<file path="src/common/ssm_pkg.sv">
// shared constants for the synchronous serial master transmitter
package ssm_pkg;
	// ==========================================
	// register map (byte addresses)
	localparam int           ADDR_W      = 5;
	localparam logic [4:0]   ADDR_TXCTL  = 5'h00;
	localparam logic [4:0]   ADDR_RXCTL  = 5'h04;
	localparam logic [4:0]   ADDR_DIV    = 5'h08;
	localparam logic [4:0]   ADDR_HOLD   = 5'h0C;
	localparam logic [4:0]   ADDR_STAT   = 5'h10;
	// ==========================================
	// transmit control fields
	localparam int           TX_CSM      = 7;
	localparam int           TX_N9       = 6;
	localparam int           TX_EN       = 5;
	localparam int           TX_SYNC     = 4;
	localparam int           TX_HSB      = 2;
	localparam int           TX_TRMT     = 1;
	localparam int           TX_N9D      = 0;
	localparam logic [7:0]   TXCTL_WMASK = 8'hF5;
	localparam logic [7:0]   TXCTL_RST   = 8'h02;
	// ==========================================
	// receive control fields
	localparam int           RX_PORT_ENABLE     = 7;
	localparam int           RX_SINGLE_RECEIVE_ENABLE     = 5;
	localparam int           RX_CONTINUOUS_RECEIVE_ENABLE     = 4;
	localparam logic [7:0]   RXCTL_WMASK = 8'hB0;
	localparam logic [7:0]   REG_RST     = 8'h00;
	// ==========================================
	// bus answers, character and prescale figures
	localparam logic [1:0]   RESP_OK     = 2'h0;
	localparam logic [1:0]   RESP_ERR    = 2'h2;
	localparam logic [3:0]   BITS_8      = 4'h8;
	localparam logic [3:0]   BITS_9      = 4'h9;
	localparam logic [2:0]   PRE_LOW     = 3'h4;
	localparam logic [2:0]   PRE_HIGH    = 3'h1;
	typedef enum logic [1:0] {SSM_IDLE = 2'b00, SSM_SHIFT = 2'b01} ssm_state_t;
endpackage

</file>
<file path="src/common/ssm_if.sv">
// internal carrier between control, baud generator and shifter
`timescale 1ns/1ps
`default_nettype none
interface ssm_if;
	logic       tick;
	logic       run;
	logic [7:0] divisor;
	logic       high_speed;
	logic       load;
	logic [8:0] load_data;
	logic       nine;
	logic       master;
	logic       ext_rise;
	logic       ext_fall;
	logic       abort;
	logic       busy;
	logic       sck;
	logic       sdo;
	modport baud (input run, divisor, high_speed, output tick);
	modport shift (input tick, load, load_data, nine, master, ext_rise, ext_fall, abort,
		output busy, sck, sdo, run);
endinterface
`default_nettype wire

</file>
<file path="src/hdl/ssm_baud.sv">
// baud generator: half-period enable pulse for the shift clock
`timescale 1ns/1ps
`default_nettype none
module ssm_baud (
	input  wire logic clk,
	input  wire logic rst_n,
	ssm_if.baud       bus
);
	logic [2:0] pre_ff;
	logic [7:0] div_ff;
	logic       tick_ff;
	logic [2:0] lim;

	// high speed bypasses the divide-by-four prescale
	assign lim = bus.high_speed ? ssm_pkg::PRE_HIGH : ssm_pkg::PRE_LOW; // RULE22
	assign bus.tick = tick_ff;

	// ==========================================
	// counters are held clear while idle so the first half period is whole
	always_ff @(posedge clk or negedge rst_n) begin
		if (!rst_n) begin
			pre_ff  <= 3'h0;
			div_ff  <= 8'h00;
			tick_ff <= 1'b0;
		end else if (!bus.run) begin
			pre_ff  <= 3'h0;
			div_ff  <= 8'h00;
			tick_ff <= 1'b0;
		end else begin
			tick_ff <= 1'b0;
			if (pre_ff == lim - 3'h1) begin // RULE3
				pre_ff <= 3'h0;
				if (div_ff == bus.divisor) begin // RULE22
					div_ff  <= 8'h00;
					tick_ff <= 1'b1;
				end else begin
					div_ff <= div_ff + 8'h01;
				end
			end else begin
				pre_ff <= pre_ff + 3'h1;
			end
		end
	end
endmodule
`default_nettype wire

</file>
<file path="src/hdl/ssm_shift.sv">
// transmit shift register and shift clock phase
`timescale 1ns/1ps
`default_nettype none
module ssm_shift (
	input  wire logic clk,
	input  wire logic rst_n,
	ssm_if.shift      bus
);
	ssm_pkg::ssm_state_t state_ff;
	logic [8:0]          shreg_ff;
	logic [3:0]          left_ff;
	logic                ph_ff;
	logic                sdo_ff;
	logic                sck_ff;
	logic                lead;
	logic                trail;

	// master edges come from the baud tick, slave edges from the pin
	assign lead  = bus.master ? (bus.tick & ~ph_ff) : (bus.ext_rise & ~ph_ff); // RULE4
	assign trail = bus.master ? (bus.tick & ph_ff) : (bus.ext_fall & ph_ff); // RULE5
	assign bus.busy = (state_ff != ssm_pkg::SSM_IDLE);
	assign bus.run  = bus.master & bus.busy; // RULE3
	// pin copy of the phase kept in its own flop, forced low in slave mode
	assign bus.sck  = sck_ff;
	assign bus.sdo  = sdo_ff;

	// ==========================================
	// data bits only, no framing bits around them
	always_ff @(posedge clk or negedge rst_n) begin
		if (!rst_n) begin
			state_ff <= ssm_pkg::SSM_IDLE;
			shreg_ff <= 9'h000;
			left_ff  <= 4'h0;
			ph_ff    <= 1'b0;
			sdo_ff   <= 1'b0;
			sck_ff   <= 1'b0;
		end else if (bus.abort) begin
			state_ff <= ssm_pkg::SSM_IDLE;
			ph_ff    <= 1'b0;
			sck_ff   <= 1'b0;
		end else begin
			unique case (state_ff)
				ssm_pkg::SSM_IDLE: begin
					if (bus.load) begin // RULE1
						shreg_ff <= bus.load_data;
						left_ff  <= bus.nine ? ssm_pkg::BITS_9 : ssm_pkg::BITS_8; // RULE23
						state_ff <= ssm_pkg::SSM_SHIFT; // RULE17
					end
				end
				ssm_pkg::SSM_SHIFT: begin
					if (lead) begin
						sdo_ff   <= shreg_ff[0]; // RULE11
						shreg_ff <= {1'b0, shreg_ff[8:1]};
						ph_ff    <= 1'b1;
						sck_ff   <= bus.master; // RULE10
					end else if (trail) begin
						ph_ff   <= 1'b0;
						sck_ff  <= 1'b0;
						left_ff <= left_ff - 4'h1;
						if (left_ff == 4'h1) begin // RULE12
							state_ff <= ssm_pkg::SSM_IDLE;
						end
					end
				end
			endcase
		end
	end
endmodule
`default_nettype wire

</file>
<file path="src/hdl/ssm_top.sv">
// synchronous serial master transmitter with AXI4-Lite registers
// Overview of operation
// [RULE1] no start or stop bits sent
// [RULE2] one clock line, shared half-duplex data line
// [RULE3] master makes clock from own baud generator
// [RULE4] selectable master or external-clock slave
// [RULE5] slave shifts only on master clock edges
// [RULE6] mode bit set selects synchronous operation
// [RULE7] clock source bit set makes master
// [RULE8] both receive enables clear means transmit
// [RULE9] port runs only with port enable set
// [RULE10] master drives clock pin, driver auto-enabled
// [RULE11] data changes on leading clock edge
// [RULE12] one clock per data bit, else idle
// [RULE13] master transmit enables data and clock drivers
// [RULE14] holding register write starts a transmission
// [RULE15] new character waits while shifter busy
// [RULE16] empty shifter loads held character immediately
// [RULE17] shifting starts right after the load
// [RULE18] data bit stable between leading edges
// [RULE19] shift register has no bus address
// [RULE20] transmission needs transmit enable set
// [RULE21] nine-bit option sends ninth control bit
// [RULE22] divisor and high-speed option set clock
// [RULE23] eight bits, LSB first, unless nine-bit
//
// The register addresses and the AXI4-Lite interface to the registers are this design's own decisions.
`timescale 1ns/1ps
`default_nettype none
module ssm_top (
	input  wire logic        CLK,
	input  wire logic        RESET_N,
	input  wire logic [4:0]  AWADDR,
	input  wire logic        AWVALID,
	output logic             AWREADY,
	input  wire logic [31:0] WDATA,
	input  wire logic [3:0]  WSTRB,
	input  wire logic        WVALID,
	output logic             WREADY,
	output logic [1:0]       BRESP,
	output logic             BVALID,
	input  wire logic        BREADY,
	input  wire logic [4:0]  ARADDR,
	input  wire logic        ARVALID,
	output logic             ARREADY,
	output logic [31:0]      RDATA,
	output logic [1:0]       RRESP,
	output logic             RVALID,
	input  wire logic        RREADY,
	input  wire logic        CLOCK_PIN_IN,
	output logic             CLOCK_PIN_OUT,
	output logic             CLOCK_PIN_OE_N,
	input  wire logic        DATA_PIN_IN,
	output logic             DATA_PIN_OUT,
	output logic             DATA_PIN_OE_N
);
	// ==========================================
	// declarations
	logic        rst_meta_ff;
	logic        rst_n;
	logic        ck_s1_ff;
	logic        ck_s2_ff;
	logic        ck_s3_ff;
	logic        dt_s1_ff;
	logic        dt_s2_ff;
	logic [4:0]  aw_addr_ff;
	logic        aw_done_ff;
	logic        awready_ff;
	logic [7:0]  wdata_ff;
	logic        wstrb_ff;
	logic        w_done_ff;
	logic        wready_ff;
	logic        bvalid_ff;
	logic [1:0]  bresp_ff;
	logic        arready_ff;
	logic        rvalid_ff;
	logic [1:0]  rresp_ff;
	logic [31:0] rdata_ff;
	logic [7:0]  txctl_ff;
	logic [7:0]  rxctl_ff;
	logic [7:0]  div_ff;
	logic [7:0]  hold_ff;
	logic        hold_full_ff;
	logic        load_ff;
	logic [8:0]  load_data_ff;
	logic        abort_ff;
	logic        ck_oe_n_ff;
	logic        dt_oe_n_ff;
	logic        wr_go;
	logic        hold_wr;
	logic        tx_ok;
	logic        rx_dir;
	logic        xfer;
	logic        trmt;
	logic [7:0]  rd_val;

	ssm_if bus ();

	// accepted addresses; the shift register is deliberately absent
	function automatic logic reg_hit(input logic [4:0] a);
		reg_hit = (a == ssm_pkg::ADDR_TXCTL) || (a == ssm_pkg::ADDR_RXCTL) ||
			(a == ssm_pkg::ADDR_DIV) || (a == ssm_pkg::ADDR_HOLD) ||
			(a == ssm_pkg::ADDR_STAT); // RULE19
	endfunction

	// ==========================================
	// reset release and pin synchronisers
	always_ff @(posedge CLK or negedge RESET_N) begin
		if (!RESET_N) begin
			rst_meta_ff <= 1'b0;
			rst_n       <= 1'b0;
		end else begin
			rst_meta_ff <= 1'b1;
			rst_n       <= rst_meta_ff;
		end
	end

	// only the second and third stages feed the edge detector
	always_ff @(posedge CLK or negedge rst_n) begin
		if (!rst_n) begin
			ck_s1_ff <= 1'b0;
			ck_s2_ff <= 1'b0;
			ck_s3_ff <= 1'b0;
			dt_s1_ff <= 1'b0;
			dt_s2_ff <= 1'b0;
		end else begin
			ck_s1_ff <= CLOCK_PIN_IN;
			ck_s2_ff <= ck_s1_ff;
			ck_s3_ff <= ck_s2_ff;
			dt_s1_ff <= DATA_PIN_IN;
			dt_s2_ff <= dt_s1_ff;
		end
	end

	// ==========================================
	// write channels, taken in either order
	assign wr_go   = aw_done_ff & w_done_ff & ~bvalid_ff;
	assign hold_wr = wr_go & wstrb_ff & (aw_addr_ff == ssm_pkg::ADDR_HOLD); // RULE14

	always_ff @(posedge CLK or negedge rst_n) begin
		if (!rst_n) begin
			aw_addr_ff <= 5'h00;
			aw_done_ff <= 1'b0;
			awready_ff <= 1'b0;
		end else if (AWVALID && awready_ff) begin
			aw_addr_ff <= AWADDR;
			aw_done_ff <= 1'b1;
			awready_ff <= 1'b0;
		end else if (bvalid_ff && BREADY) begin
			aw_done_ff <= 1'b0;
		end else if (!aw_done_ff && !bvalid_ff) begin
			awready_ff <= 1'b1;
		end
	end

	always_ff @(posedge CLK or negedge rst_n) begin
		if (!rst_n) begin
			wdata_ff  <= 8'h00;
			wstrb_ff  <= 1'b0;
			w_done_ff <= 1'b0;
			wready_ff <= 1'b0;
		end else if (WVALID && wready_ff) begin
			wdata_ff  <= WDATA[7:0];
			wstrb_ff  <= WSTRB[0];
			w_done_ff <= 1'b1;
			wready_ff <= 1'b0;
		end else if (bvalid_ff && BREADY) begin
			w_done_ff <= 1'b0;
		end else if (!w_done_ff && !bvalid_ff) begin
			wready_ff <= 1'b1;
		end
	end

	// response follows both halves; unmapped addresses get an error
	always_ff @(posedge CLK or negedge rst_n) begin
		if (!rst_n) begin
			bvalid_ff <= 1'b0;
			bresp_ff  <= ssm_pkg::RESP_OK;
		end else if (wr_go) begin
			bvalid_ff <= 1'b1;
			bresp_ff  <= reg_hit(aw_addr_ff) ? ssm_pkg::RESP_OK : ssm_pkg::RESP_ERR;
		end else if (bvalid_ff && BREADY) begin
			bvalid_ff <= 1'b0;
		end
	end

	// ==========================================
	// control registers; byte lane 0 only, upper lanes ignored
	always_ff @(posedge CLK or negedge rst_n) begin
		if (!rst_n) begin
			txctl_ff <= ssm_pkg::REG_RST;
			rxctl_ff <= ssm_pkg::REG_RST;
			div_ff   <= ssm_pkg::REG_RST;
		end else if (wr_go && wstrb_ff) begin
			if (aw_addr_ff == ssm_pkg::ADDR_TXCTL) begin
				txctl_ff <= wdata_ff & ssm_pkg::TXCTL_WMASK;
			end
			if (aw_addr_ff == ssm_pkg::ADDR_RXCTL) begin
				rxctl_ff <= wdata_ff & ssm_pkg::RXCTL_WMASK;
			end
			if (aw_addr_ff == ssm_pkg::ADDR_DIV) begin
				div_ff <= wdata_ff; // RULE22
			end
		end
	end

	// ==========================================
	// mode decode
	assign rx_dir = rxctl_ff[ssm_pkg::RX_SINGLE_RECEIVE_ENABLE] | rxctl_ff[ssm_pkg::RX_CONTINUOUS_RECEIVE_ENABLE]; // RULE8
	assign tx_ok  = rxctl_ff[ssm_pkg::RX_PORT_ENABLE] & txctl_ff[ssm_pkg::TX_SYNC] & // RULE9 RULE6
		txctl_ff[ssm_pkg::TX_EN] & ~rx_dir; // RULE20
	assign trmt   = ~bus.busy & ~load_ff;

	// ==========================================
	// holding register; a write in the transfer cycle still sets full
	assign xfer = hold_full_ff & tx_ok & ~bus.busy & ~load_ff; // RULE15 RULE16

	always_ff @(posedge CLK or negedge rst_n) begin
		if (!rst_n) begin
			hold_ff      <= 8'h00;
			hold_full_ff <= 1'b0;
		end else if (hold_wr) begin
			hold_ff      <= wdata_ff;
			hold_full_ff <= 1'b1;
		end else if (xfer) begin
			hold_full_ff <= 1'b0;
		end
	end

	// ninth bit is sampled at transfer, so it must be loaded beforehand
	always_ff @(posedge CLK or negedge rst_n) begin
		if (!rst_n) begin
			load_ff      <= 1'b0;
			load_data_ff <= 9'h000;
		end else begin
			load_ff <= xfer; // RULE16
			if (xfer) begin
				load_data_ff <= {txctl_ff[ssm_pkg::TX_N9D], hold_ff}; // RULE21
			end
		end
	end

	// dropping any enable stops the shifter mid character
	always_ff @(posedge CLK or negedge rst_n) begin
		if (!rst_n) begin
			abort_ff <= 1'b1;
		end else begin
			abort_ff <= ~tx_ok; // RULE9 RULE20
		end
	end

	// ==========================================
	// pin drivers, active low enables
	always_ff @(posedge CLK or negedge rst_n) begin
		if (!rst_n) begin
			ck_oe_n_ff <= 1'b1;
			dt_oe_n_ff <= 1'b1;
		end else begin
			ck_oe_n_ff <= ~(rxctl_ff[ssm_pkg::RX_PORT_ENABLE] & txctl_ff[ssm_pkg::TX_SYNC] &
				txctl_ff[ssm_pkg::TX_CSM]); // RULE10 RULE7
			dt_oe_n_ff <= ~tx_ok; // RULE13 RULE2
		end
	end

	// ==========================================
	// read channel, one cycle answer
	always_comb begin
		rd_val = 8'h00;
		case (ARADDR)
			ssm_pkg::ADDR_TXCTL: rd_val = {txctl_ff[7:2], trmt, txctl_ff[0]};
			ssm_pkg::ADDR_RXCTL: rd_val = rxctl_ff;
			ssm_pkg::ADDR_DIV:   rd_val = div_ff;
			ssm_pkg::ADDR_HOLD:  rd_val = hold_ff;
			ssm_pkg::ADDR_STAT:  rd_val = {5'h00, dt_s2_ff, trmt, ~hold_full_ff};
			default:             rd_val = 8'h00;
		endcase
	end

	always_ff @(posedge CLK or negedge rst_n) begin
		if (!rst_n) begin
			arready_ff <= 1'b0;
			rvalid_ff  <= 1'b0;
			rresp_ff   <= ssm_pkg::RESP_OK;
			rdata_ff   <= 32'h0000_0000;
		end else if (ARVALID && arready_ff) begin
			arready_ff <= 1'b0;
			rvalid_ff  <= 1'b1;
			rresp_ff   <= reg_hit(ARADDR) ? ssm_pkg::RESP_OK : ssm_pkg::RESP_ERR; // RULE19
			rdata_ff   <= {24'h00_0000, rd_val};
		end else if (rvalid_ff && RREADY) begin
			rvalid_ff <= 1'b0;
		end else if (!rvalid_ff) begin
			arready_ff <= 1'b1;
		end
	end

	// ==========================================
	// submodules and carrier hookup
	assign bus.divisor    = div_ff;
	assign bus.high_speed = txctl_ff[ssm_pkg::TX_HSB]; // RULE22
	assign bus.load       = load_ff;
	assign bus.load_data  = load_data_ff;
	assign bus.nine       = txctl_ff[ssm_pkg::TX_N9]; // RULE21
	assign bus.master     = txctl_ff[ssm_pkg::TX_CSM]; // RULE7
	assign bus.ext_rise   = ck_s2_ff & ~ck_s3_ff; // RULE5
	assign bus.ext_fall   = ~ck_s2_ff & ck_s3_ff;
	assign bus.abort      = abort_ff;

	ssm_baud u_baud (
		.clk   (CLK),
		.rst_n (rst_n),
		.bus   (bus)
	);

	ssm_shift u_shift (
		.clk   (CLK),
		.rst_n (rst_n),
		.bus   (bus)
	);

	// ==========================================
	// outputs, all from flip-flops
	assign AWREADY        = awready_ff;
	assign WREADY         = wready_ff;
	assign BVALID         = bvalid_ff;
	assign BRESP          = bresp_ff;
	assign ARREADY        = arready_ff;
	assign RVALID         = rvalid_ff;
	assign RRESP          = rresp_ff;
	assign RDATA          = rdata_ff;
	assign CLOCK_PIN_OUT  = bus.sck; // RULE10
	assign CLOCK_PIN_OE_N = ck_oe_n_ff;
	assign DATA_PIN_OUT   = bus.sdo; // RULE18
	assign DATA_PIN_OE_N  = dt_oe_n_ff;

	// ==========================================
	// checks
	logic [3:0] edge_cnt_ff;
	logic       sck_q_ff;
	always_ff @(posedge CLK or negedge rst_n) begin
		if (!rst_n) begin
			edge_cnt_ff <= 4'h0;
			sck_q_ff    <= 1'b0;
		end else begin
			sck_q_ff <= CLOCK_PIN_OUT;
			if (load_ff) begin
				edge_cnt_ff <= 4'h0;
			end else if (CLOCK_PIN_OUT && !sck_q_ff) begin
				edge_cnt_ff <= edge_cnt_ff + 4'h1;
			end
		end
	end
endmodule
`default_nettype wire

</file>
<file path="config.mk">
export PLATFORM = sky130hd
export DESIGN_NAME = ssm_top
export DESIGN_NICKNAME = d
export VERILOG_FILES = /design/src/common/ssm_pkg.sv /design/src/common/ssm_if.sv /design/src/hdl/ssm_baud.sv /design/src/hdl/ssm_shift.sv /design/src/hdl/ssm_top.sv
export SDC_FILE = /design/constraint.sdc
export NUM_CORES = 1
export LEC_CHECK = 0
export BUFFER_PORTS_ARGS = -buffer_cell sky130_fd_sc_hd__buf_2
export CORE_MARGIN = 2
export CORE_UTILIZATION = 55
export DETAILED_ROUTE_END_ITERATION = 10
export GPL_ROUTABILITY_DRIVEN = 0
export PLACE_DENSITY = 0.8
export REMOVE_ABC_BUFFERS = 1
export SLEW_MARGIN = 25
export SYNTH_ARGS = -nofsm -noshare
export SYNTH_HDL_FRONTEND = slang
export SYNTH_SLANG_ARGS = --single-unit
</file>
<file path="constraint.sdc">
create_clock -name CLK -period 4.92 [get_ports CLK]
set_clock_uncertainty 0.2 [all_clocks]
set_input_delay 0.492 -clock CLK [delete_from_list [all_inputs] [get_ports CLK]]
set_output_delay 0.492 -clock CLK [all_outputs]
set_load 0.02 [all_outputs]
</file>
==> run metrics <==
status finished, final reports clean; Rows 34; number of enable flip-flop cells after synthesis 0; Startpoint Class flip-flop; H-tree Lvls 3; DIE HEIGHT about 97 um; hold_buf cts 1; Critical Path Slowest Stage Cell dfrtp_1; Power Density about 400 nW/um^2; Crit. End Element flip-flop; post-route antenna net violation count 0; Crit Path Category reg -> reg; vias in the first global route 2995; post-synthesis register bit count 105; CP arrival about 2.5 ns; Worst Path Max Fanout 19; die area about 9500 um^2; Core ar. 8593 um^2; # clock sinks between 100 and 150; CTS Buffer Depth 2; Tightest Hold Check Type in -> reg; part of the cycle the worst path needs 49.28%; fill count 700; Hold Slack about 0.023 ns; P_leak 2.504 nW; Max Clock Freq 412.5 MHz; Ys Warns 0; peak supply drop ~0.00033 V; # port buffers 46; post-CTS setup buffer count 0; Slew @ Worst Pin ~0.87 ns; Final setup viols 0; grt ovf 0; initial antenna violation count 0; total CTS buffers 9; Unique masters post-synth 53; via count approximately 3100; CTS resizes 0; die width between 90 and 100 um; drt wl/cell 16.13 um; Post-Synthesis Cells roughly 380; ratio of cells with drive above 1 in the final layout roughly 33%; Final Hold Fails 0; Slew Viols, Final 0; Rel. slew slack 42.32%; Clock Tree Root clkbuf_8; register area share after synthesis 54.94%; Avg Cell Area, Syn roughly 13 um^2; Tmin final 2.424 ns; CP Cell Sequence nor2b_1 > o21ai_1 > a21oi_2 > mux2_2; setup TNS 0 ns; nets between 400 and 500; clk_lat worst skew 0.37 ns; asr flop ratio synth between 90% and 100%; Detail Placement HPWL between 6 and 7 mm; Routed WL between 8 and 9 mm; CP Data Required Time between 4 and 5 ns; CP max stage delay approximately 0.83 ns; All-Layer GR Usage approximately a fifth; number of diodes 0; setup repair after global routing missed its margin false; post-route DRC violation count 0; Pre-Repair DR Iteration Count 5; pin count of the biggest net entering global routing 70; Post-Syn Area roughly 4800 um^2; max-cap viol count 0; Area Overhead vs Synth 9.331%; first-pass GRT wire length between 10 and 15 mm; # IOs 100; number of DRC markers in iteration 0 roughly 120; CTS tree done; Clk pin slew, worst setup/hold paths 0.10 ns; Initial Utilization a little under three fifths; Vias/cell 5.621; Most used DFF post-synth dfrtp_1
## final timing paths
kind                                           from                   to  slack (ns)  depth (start not counted)
worst max-delay path            u_shift.state_ff[0]  u_shift.shreg_ff[1]        2.50                          4
worst min-delay path                   CLOCK_PIN_IN             ck_s1_ff        0.02                          1
worst max register to register  u_shift.state_ff[0]  u_shift.shreg_ff[1]        2.50                          4
worst min register to register          rst_meta_ff                rst_n        0.16                          0
max in group asynchronous                     rst_n             dt_s2_ff        3.33                          1
min in group asynchronous                   RESET_N                rst_n        0.21                          2
## logic make-up (layout without fill, tap and decap cells)
family,after synthesis,count (layout),share of synthesized area [%]
flops,105,105,54.94
compound gates,56,56,8.129
buf+inv,45,74,5.672
simple gates,81,81,9.200
fa+ha+maj,4,4,1.046
xor+xnor,11,11,2.013
other cells,2,27,0.1569
mux,78,78,18.84
## state kept, by name (all words and copies together), names as in the netlist, 3 cells and up
register	flops
RDATA	8
aw_addr_ff	5
bus.divisor	8
bus.load_data	9
hold_ff	8
rxctl_ff	3
txctl_ff	6
u_baud.div_ff	8
u_baud.pre_ff	3
u_shift.left_ff	4
u_shift.shreg_ff	9
wdata_ff	8
## where the power goes
part	switching (mW)	internal (mW)	total, mW
logic	0.200	0.209	0.409
clock network	0.312	0.210	0.522
registers	0.164	1.02	1.18
## metrics by stage
stage / cell area, um^2 / instances / util (%) / setup slack, ns / total power, mW
after floorplan: 4643 / 371 / - / 1.582 / 1.462
after global placement: 5027 / 527 / 58.50 / 2.536 / 1.583
after detailed placement: 5027 / 527 / 58.50 / 2.516 / 1.612
after CTS: 5234 / 544 / 60.91 / 2.495 / 2.134
after global routing: 5234 / 544 / 60.91 / 2.309 / 2.230
final: 5234 / 544 / 60.91 / 2.496 / 2.114
## cell usage after synthesis (6+ instances only)
master	count	area share (%)
xnor2_1	9	1.6
nor2_1	18	1.4
buf_4	26	4.1
a21oi_1	7	0.73
dfrtp_1	103	54
mux2i_1	8	1.7
o21ai_0	13	1.4
nand4_1	6	0.78
mux2_2	67	16
nand2_1	22	1.7
inv_1	9	0.71
## critical path: cells and delay by family, from the launching register on
kind / cells / cell delay [ns]
AND/OR/NAND/NOR: 1 / 0.25
multiplexers: 1 / 0.40
AO/OA/AOI/OAI: 2 / 0.64
flip-flops: 1 / 0.83
## area by class of cell
| class | instances | area (um^2) | share of cell area (%) |
|---|---|---|---|
| clock buffer | 10 | 137.6 | 2.630 |
| clock inverter | 6 | 58.81 | 1.124 |
| sequential | 105 | 2634 | 50.32 |
| timing repair buffer | 49 | 255.2 | 4.877 |
| multi-input combinational | 257 | 1979 | 37.82 |
| tap | 108 | 135.1 | 2.582 |
| inverter | 9 | 33.78 | 0.6455 |
## layout by cell type, fill, tap and decap left out, types with 4 or more instances in the layout
cell type  count
ha_1           4
o21ai_0       13
conb_1        27
nor3_1         5
a21oi_1        7
xnor2_1        9
o31ai_1        5
mux2_2        67
o21a_1         5
nand3_1        5
buf_2         46
nor2_1        18
clkbuf_8      10
a22o_1         5
nor4_1         4
nand2_1       22
mux2i_1        8
dfrtp_1      102
nand4_1        6
inv_1          9
## per-layer routing
metal,vias to the layer above,track usage (%),part of all wire [%]
met3,11,5.468,5.0
met4,0,4.487,0.91
met2,88,31.36,50
met5,-,0,0
met1,1546,26.38,44
li1,1413,-,-
Power figures use the tool's default switching activity.
